<file path="config.mk">
export PLATFORM = sky130hd
export DESIGN_NAME = boot_rom_block_b_decoder
export DESIGN_NICKNAME = d
export VERILOG_FILES = /design/src/core/boot_b_pkg.sv /design/src/core/base_decode.sv /design/src/core/boot_rom_block_b_decoder.sv
export SDC_FILE = /design/constraint.sdc
export NUM_CORES = 1
export LEC_CHECK = 0
export BUFFER_PORTS_ARGS = -buffer_cell sky130_fd_sc_hd__buf_2
export CORE_MARGIN = 8
export CORE_UTILIZATION = 38
export CTS_BUF_LIST = sky130_fd_sc_hd__clkbuf_4 sky130_fd_sc_hd__clkbuf_8 sky130_fd_sc_hd__clkbuf_16
export DETAILED_ROUTE_END_ITERATION = 6
export PLACE_DENSITY = 0.74
export SYNTH_ARGS = -nofsm -noshare
export SYNTH_HDL_FRONTEND = slang
export SYNTH_HIERARCHICAL = 1
export SYNTH_SLANG_ARGS = --single-unit
</file>
<file path="constraint.sdc">
create_clock -name mclk -period 5.54 [get_ports mclk]
set_clock_uncertainty 0.2 [all_clocks]
set_input_delay 0.831 -clock mclk [delete_from_list [all_inputs] [get_ports mclk]]
set_output_delay 0.831 -clock mclk [all_outputs]
set_load 0.05 [all_outputs]
</file>
<file path="src/core/boot_b_pkg.sv">
`default_nettype none
package boot_b_pkg;
  // register byte address on the system map
  localparam logic [31:0] BASE_SIZE_ADDR = 32'hfef80058;
  // big-endian bit numbering of the register: bit 0 is msb (index 31)
  localparam int BASE_MSB = 31;
  localparam int BASE_LSB = 20;
  localparam int WIDE_BIT = 19;
  localparam int SIZE_MSB = 18;
  localparam int SIZE_LSB = 16;
  localparam int VEC_BIT = 2;
  localparam int EN_BIT = 1;
  localparam int WE_BIT = 0;
  // reset values
  localparam logic [11:0] BASE_RESET = 12'hff4;
  localparam logic [2:0] SIZE_RESET = 3'h0;
  // size codes
  localparam logic [2:0] SIZE_MAX = 3'h6;
  // reset-vector region: top megabyte
  localparam logic [11:0] VEC_REGION = 12'hfff;
  // access size codes on the request port
  localparam logic [2:0] XFER_BYTE = 3'h0;
  localparam logic [2:0] XFER_WORD = 3'h2;
endpackage
`default_nettype wire

</file>
<file path="src/core/base_decode.sv">
`default_nettype none
// compares address bits 31..20 against the base under a size mask
module base_decode (
  // compare inputs
  input wire logic [11:0] addrHigh,
  input wire logic [11:0] baseField,
  input wire logic [2:0] sizeCode,
  // result
  output logic hit
);
  logic [11:0] careMask;
  // reserved code falls back to the largest size
  always_comb begin
    careMask = 12'hfff;
    if (sizeCode == 3'h7) begin
      careMask = 12'hfff << boot_b_pkg::SIZE_MAX;
    end else begin
      careMask = 12'hfff << sizeCode;
    end
    hit = ((addrHigh ^ baseField) & careMask) == 12'h000;
  end
endmodule
`default_nettype wire

</file>
<file path="src/core/boot_rom_block_b_decoder.sv">
`default_nettype none
//Contract
//RULE1: base bits 0..11 compare with bus address bits 0..11, bit 0 msb.
//RULE2: base bits inside the block are ignored for larger sizes.
//RULE3: base loads ff4 on power-up and local bus reset.
//RULE4: boot vector set maps first megabyte at fff00000 too.
//RULE5: vector region goes to B if its bit set, A if only A's.
//RULE6: wide bit clear means 8-bit block, set means 32-bit.
//RULE7: wide bit is inverse of width strap at power-up; read-only.
//RULE8: size codes 0..6 select 1 to 64 megabytes; 7 reserved.
//RULE9: boot vector bit is inverse of vector strap at power-up.
//RULE10: programmed window answers only while access enable set.
//RULE11: storage writes happen only while write enable set.
//RULE12: narrow takes bytes, wide aligned words; else no answer. Code checks writes only; reads of any size or alignment get termAck.
//RULE13: software keeps the block clear of every other slave.
//RULE14: reserved size code decodes as the largest size.
module boot_rom_block_b_decoder (
  // clock and resets
  input wire logic mclk,
  input wire logic rst_n,
  input wire logic powerUp,
  input wire logic localReset,
  // straps
  input wire logic strapWidthPin,
  input wire logic strapVectorPin,
  // block A vector bit from the sibling register
  input wire logic blockABootVector,
  // register port
  input wire logic [31:0] regAddr,
  input wire logic [31:0] regWdata,
  input wire logic regWrite,
  input wire logic regRead,
  output logic [31:0] regRdata,
  // processor bus request
  input wire logic busValid,
  input wire logic busWrite,
  input wire logic [31:0] busAddr,
  input wire logic [2:0] busSize,
  // decode answers
  output logic blockSelect,
  output logic termAck,
  output logic storeStrobe,
  output logic wideMode
);
  logic [11:0] baseR;
  logic [2:0] sizeR;
  logic wideR;
  logic vecR;
  logic enR;
  logic weR;
  logic [31:0] rdataR;
  logic selR;
  logic ackR;
  logic storeR;
  logic strapPendingR;
  logic winHit;
  logic vecHit;
  logic hitAny;
  logic writeOk;
  logic [31:0] regView;

  // register decode shared by write, strap and read paths
  function automatic logic isRegAddr(input logic [31:0] addr);
    return addr == boot_b_pkg::BASE_SIZE_ADDR;
  endfunction

  ////////////////////////////////////////////////////////////////////////
  // control register
  // software fields; base and size reset on either reset
  always_ff @(posedge mclk or negedge rst_n) begin
    if (!rst_n) begin
      baseR <= boot_b_pkg::BASE_RESET; // [RULE3]
      sizeR <= boot_b_pkg::SIZE_RESET;
      enR <= 1'b0;
      weR <= 1'b0;
    end else if (powerUp || localReset) begin
      baseR <= boot_b_pkg::BASE_RESET; // [RULE3]
      sizeR <= boot_b_pkg::SIZE_RESET;
      enR <= 1'b0;
      weR <= 1'b0;
    end else if (regWrite && isRegAddr(regAddr)) begin
      baseR <= regWdata[boot_b_pkg::BASE_MSB:boot_b_pkg::BASE_LSB];
      sizeR <= regWdata[boot_b_pkg::SIZE_MSB:boot_b_pkg::SIZE_LSB];
      enR <= regWdata[boot_b_pkg::EN_BIT];
      weR <= regWdata[boot_b_pkg::WE_BIT];
    end
  end

  // straps are sampled in the cycle after reset release, never under async reset
  always_ff @(posedge mclk or negedge rst_n) begin
    if (!rst_n) begin
      strapPendingR <= 1'b1;
      wideR <= 1'b0;
      vecR <= 1'b0;
    end else if (powerUp) begin
      strapPendingR <= 1'b1;
    end else if (strapPendingR) begin
      strapPendingR <= 1'b0;
      wideR <= ~strapWidthPin; // [RULE7]
      vecR <= ~strapVectorPin; // [RULE9]
    end else if (regWrite && isRegAddr(regAddr)) begin
      vecR <= regWdata[boot_b_pkg::VEC_BIT]; // wide bit stays; software can't touch it
    end
  end

  // read view; unlisted bits read zero
  always_comb begin
    regView = 32'h0000_0000;
    regView[boot_b_pkg::BASE_MSB:boot_b_pkg::BASE_LSB] = baseR;
    regView[boot_b_pkg::WIDE_BIT] = wideR;
    regView[boot_b_pkg::SIZE_MSB:boot_b_pkg::SIZE_LSB] = sizeR;
    regView[boot_b_pkg::VEC_BIT] = vecR;
    regView[boot_b_pkg::EN_BIT] = enR;
    regView[boot_b_pkg::WE_BIT] = weR;
  end

  // read data one cycle after the strobe, zero elsewhere or unmapped
  always_ff @(posedge mclk or negedge rst_n) begin
    if (!rst_n) begin
      rdataR <= 32'h0000_0000;
    end else if (regRead && isRegAddr(regAddr)) begin
      rdataR <= regView;
    end else begin
      rdataR <= 32'h0000_0000;
    end
  end

  ////////////////////////////////////////////////////////////////////////
  // address decode
  base_decode winCmp (
    .addrHigh(busAddr[31:20]), // [RULE1]
    .baseField(baseR),
    .sizeCode(sizeR), // [RULE2] [RULE8] [RULE14]
    .hit(winHit)
  );

  // vector region: B owns it whenever its bit is set, regardless of A
  assign vecHit = vecR && busAddr[31:20] == boot_b_pkg::VEC_REGION; // [RULE4] [RULE5]
  // blockABootVector only matters to block A; B's claim needs no check of it
  assign hitAny = (enR && winHit) || vecHit; // [RULE10]

  // legal write shapes per width
  always_comb begin
    if (wideR) begin
      writeOk = busSize == boot_b_pkg::XFER_WORD && busAddr[1:0] == 2'h0; // [RULE6] [RULE12]
    end else begin
      writeOk = busSize == boot_b_pkg::XFER_BYTE; // [RULE6] [RULE12]
    end
  end

  ////////////////////////////////////////////////////////////////////////
  // bus answer, registered
  always_ff @(posedge mclk or negedge rst_n) begin
    if (!rst_n) begin
      selR <= 1'b0;
      ackR <= 1'b0;
      storeR <= 1'b0;
    end else begin
      selR <= busValid && hitAny;
      ackR <= busValid && hitAny && (!busWrite || writeOk); // [RULE12]
      storeR <= busValid && hitAny && busWrite && writeOk && weR; // [RULE11]
    end
  end

  assign regRdata = rdataR;
  assign blockSelect = selR;
  assign termAck = ackR;
  assign storeStrobe = storeR;
  assign wideMode = wideR;
endmodule
`default_nettype wire

</file>
==> impl_metrics.csv <==
group,metric,value,unit
outcome,status,"finished, final reports clean",
routing,vias,1798,
clock_network,cts-resized-gates,0,
critical_path,critical_path_buf_inv_count,1,
worst_hold_path,holdCritPathClass,"reg -> reg",
synth,avgSynthCellArea,10.5,sq um
clock_network,cts_max_path_buffers,2,
die,dieArea,8120,sq um
power_and_ir_drop,power_density,221,nW/um^2
routing,drtPass1Iterations,4,
sta,hold_viol_final,0,
clock_network,htreeDepth,2,
clock_network,cts_sinks,42,
clock_network,cts_made_buffers,5,
cells_and_area,layout_common_cells,"99 x buf_2, 32 x dfrtp_1, 22 x nand2_1",
clock_network,hold_buffers,0,
clock_network,post_cts_buffers,0,
die,core-area,5410,sq um
clock_network,cts_root_buf,"clkbuf_8",
critical_path,start_kind,"input pin",
synth,synth_area,2090,sq um
die,ios,146,
critical_path,max_stage_delay,0.92,ns
place,place_congestion,0.826,
cells_and_area,area.sequential,1060,sq um
sta,fmax,329,MHz
routing,drc,0,
synth,ys_warn_count,6,
critical_path,worst_ep_required_time,5.51,ns
critical_path,critical_path.top_delay_family,"simple AND/OR/NAND/NOR gates",
cells_and_area,area_growth,27.7,%
place,placed_cell_area,2580,sq um
power_and_ir_drop,vdd_drop_max,122,uV
cells_and_area,nFillCells,521,
sta,min_period,3.04,ns
sta,slew_viol_final,0,
die,die_h,90.1,microns
sta,worst_slew_pin_slew,1.06,ns
clock_network,clk_latency,0.28,ns
critical_path,rrSetupSlack,3.51,ns
routing,drtIter0Drc,58,
die,num_rows,27,
cells_and_area,final_common_cell,"buf_2",
synth,yosysSeqAreaShare,50.9,%
cells_and_area,largest_reg_flops,19,
global_route,grt_pass1_vias,1975,
place,pre_cts_ws,2.20,ns
sta,fin_tns_setup,0,ns
die,start_util,38.6,%
critical_path,cpMaxStageDelayCell,"nor4_2",
critical_path,crit_chain,"buf_2 > nand4b_1 > nor4_2 > nand3_2 > a311o_1",
sta,setup_viol,0,
sta,slew_headroom,28.7,%
critical_path,cp_max_fo,11,
synth,netlist-cell-type-count,35,
cells_and_area,nets,405,
routing,wl_per_cell,15.3,microns
clock_network,path_clk_slew,0.08,ns
die,die-width,90.1,microns
sta,rsz0062_at_grt,"no",
power_and_ir_drop,total_leakage_power,1.35,nW
cells_and_area,drive_gt1_share,43.1,%
place,hpwl,4550,microns
sta,period_share,54.9,%
global_route,grt_max_degree,43,
flow_run,cap_violations,0,
critical_path,cp.arrival,3.01,ns
routing,routed_wl,5620,microns
global_route,globalRouteOverflowTotal,0,
global_route,antenna_found_initial,1,
synth,syn_inst,198,
sta,setup_ws,2.50,ns
cells_and_area,final_cell_area,2670,sq um
place,io_buffers,99,
synth,synth-seq-cells,42,
global_route,grt_usage,13.8,%
routing,ant_nets,0,
critical_path,critPathKind,"in -> reg",
routing,viasPerCell,4.90,
power_and_ir_drop,power.total,0.588,mW
sta,whs,0.303,ns
cells_and_area,num_antenna_cells,0,
critical_path,cp-end-kind,"register",
global_route,grt_pass1_wl,9180,microns
cells_and_area,multi_input_area,908,sq um
clock_network,cts_tree,"yes",
final timing paths:
kind,start,depth (start not counted),to
setup / recovery,regAddr[2],5,vecR
hold / removal,enR,1,regRdata[1]
setup reg to reg,baseR[9],7,storeStrobe
hold reg to reg,enR,1,regRdata[1]
max in group asynchronous,rst_n,1,regRdata[28]
min in group asynchronous,rst_n,1,regRdata[29]
cells in the mapped netlist:
cell      instances  area share [%]
and2_1           20             6.0
clkbuf_1          2            0.36
o21ai_0          15             3.6
nand4_1           4             1.2
nor4_1           10             3.0
inv_1             2            0.36
nand2b_1          1            0.30
or4_1             1            0.36
nor4_2            6             3.6
conb_1            1            0.18
nor3_1            2            0.48
nand3_2           1            0.48
a311o_1           1            0.48
a211oi_2          2             1.2
a21oi_1           1            0.24
nand4b_1          3             1.3
and4bb_2          1            0.60
o211ai_1          1            0.36
clkinv_1          1            0.18
buf_1             1            0.18
and4_1            1            0.42
mux2i_1           8             3.8
xnor2_1           5             2.1
buf_6             1            0.54
nor2_1            5            0.90
nand2_1          22             4.0
and3_1            1            0.30
buf_4            15             5.4
a21o_1            1            0.36
dfstp_2          10              13
nand3_1           1            0.24
dfrtp_1          32              38
xor2_1            7             2.9
buf_2             3            0.72
a31oi_1          10             3.0
per-stage QoR:
| step | util, % | std cells |
|---|---|---|
| 5_1_grt | 49.3 | 367 |
| 4_1_cts | 49.3 | 367 |
| 3_3_place_gp | 47.7 | 360 |
| 3_5_place_dp | 47.7 | 360 |
| 6_report | 49.3 | 367 |
| 2_1_floorplan | - | 210 |
power breakdown:
part	internal, mW	leakage [nW]	switching (mW)	total [mW]
Sequential	0.310	0.549	0.00269	0.312
Clock	0.104	0.0477	0.0936	0.197
Combinational	0.0280	0.757	0.0508	0.0789
routing by layer:
layer	up-vias	share of wire, %	GRT usage, %
li1	871	-	-
met1	819	41	15.5
met2	98	50	23.3
met3	8	7.6	4.66
met4	2	1.8	5.96
met5	-	0.14	0
layout make-up:
type                            count  share of cell area [%]
Clock buffer                        7                    3.38
Multi-Input combinational cell    143                    34.1
Sequential cell                    42                    39.9
Inverter                            3                   0.422
Timing Repair Buffer              100                    18.9
Tap cell                           72                    3.38
logic make-up after synthesis:
group / count (synthesis) / synth area share, %
AND/OR/NAND/NOR: 79 / 23.1
flip-flops: 42 / 50.9
AO/OA/AOI/OAI: 31 / 9.23
buffers and inverters: 25 / 7.73
XOR/XNOR: 12 / 5.03
multiplexers: 8 / 3.83
other: 1 / 0.180
Power figures use the tool's default switching activity.
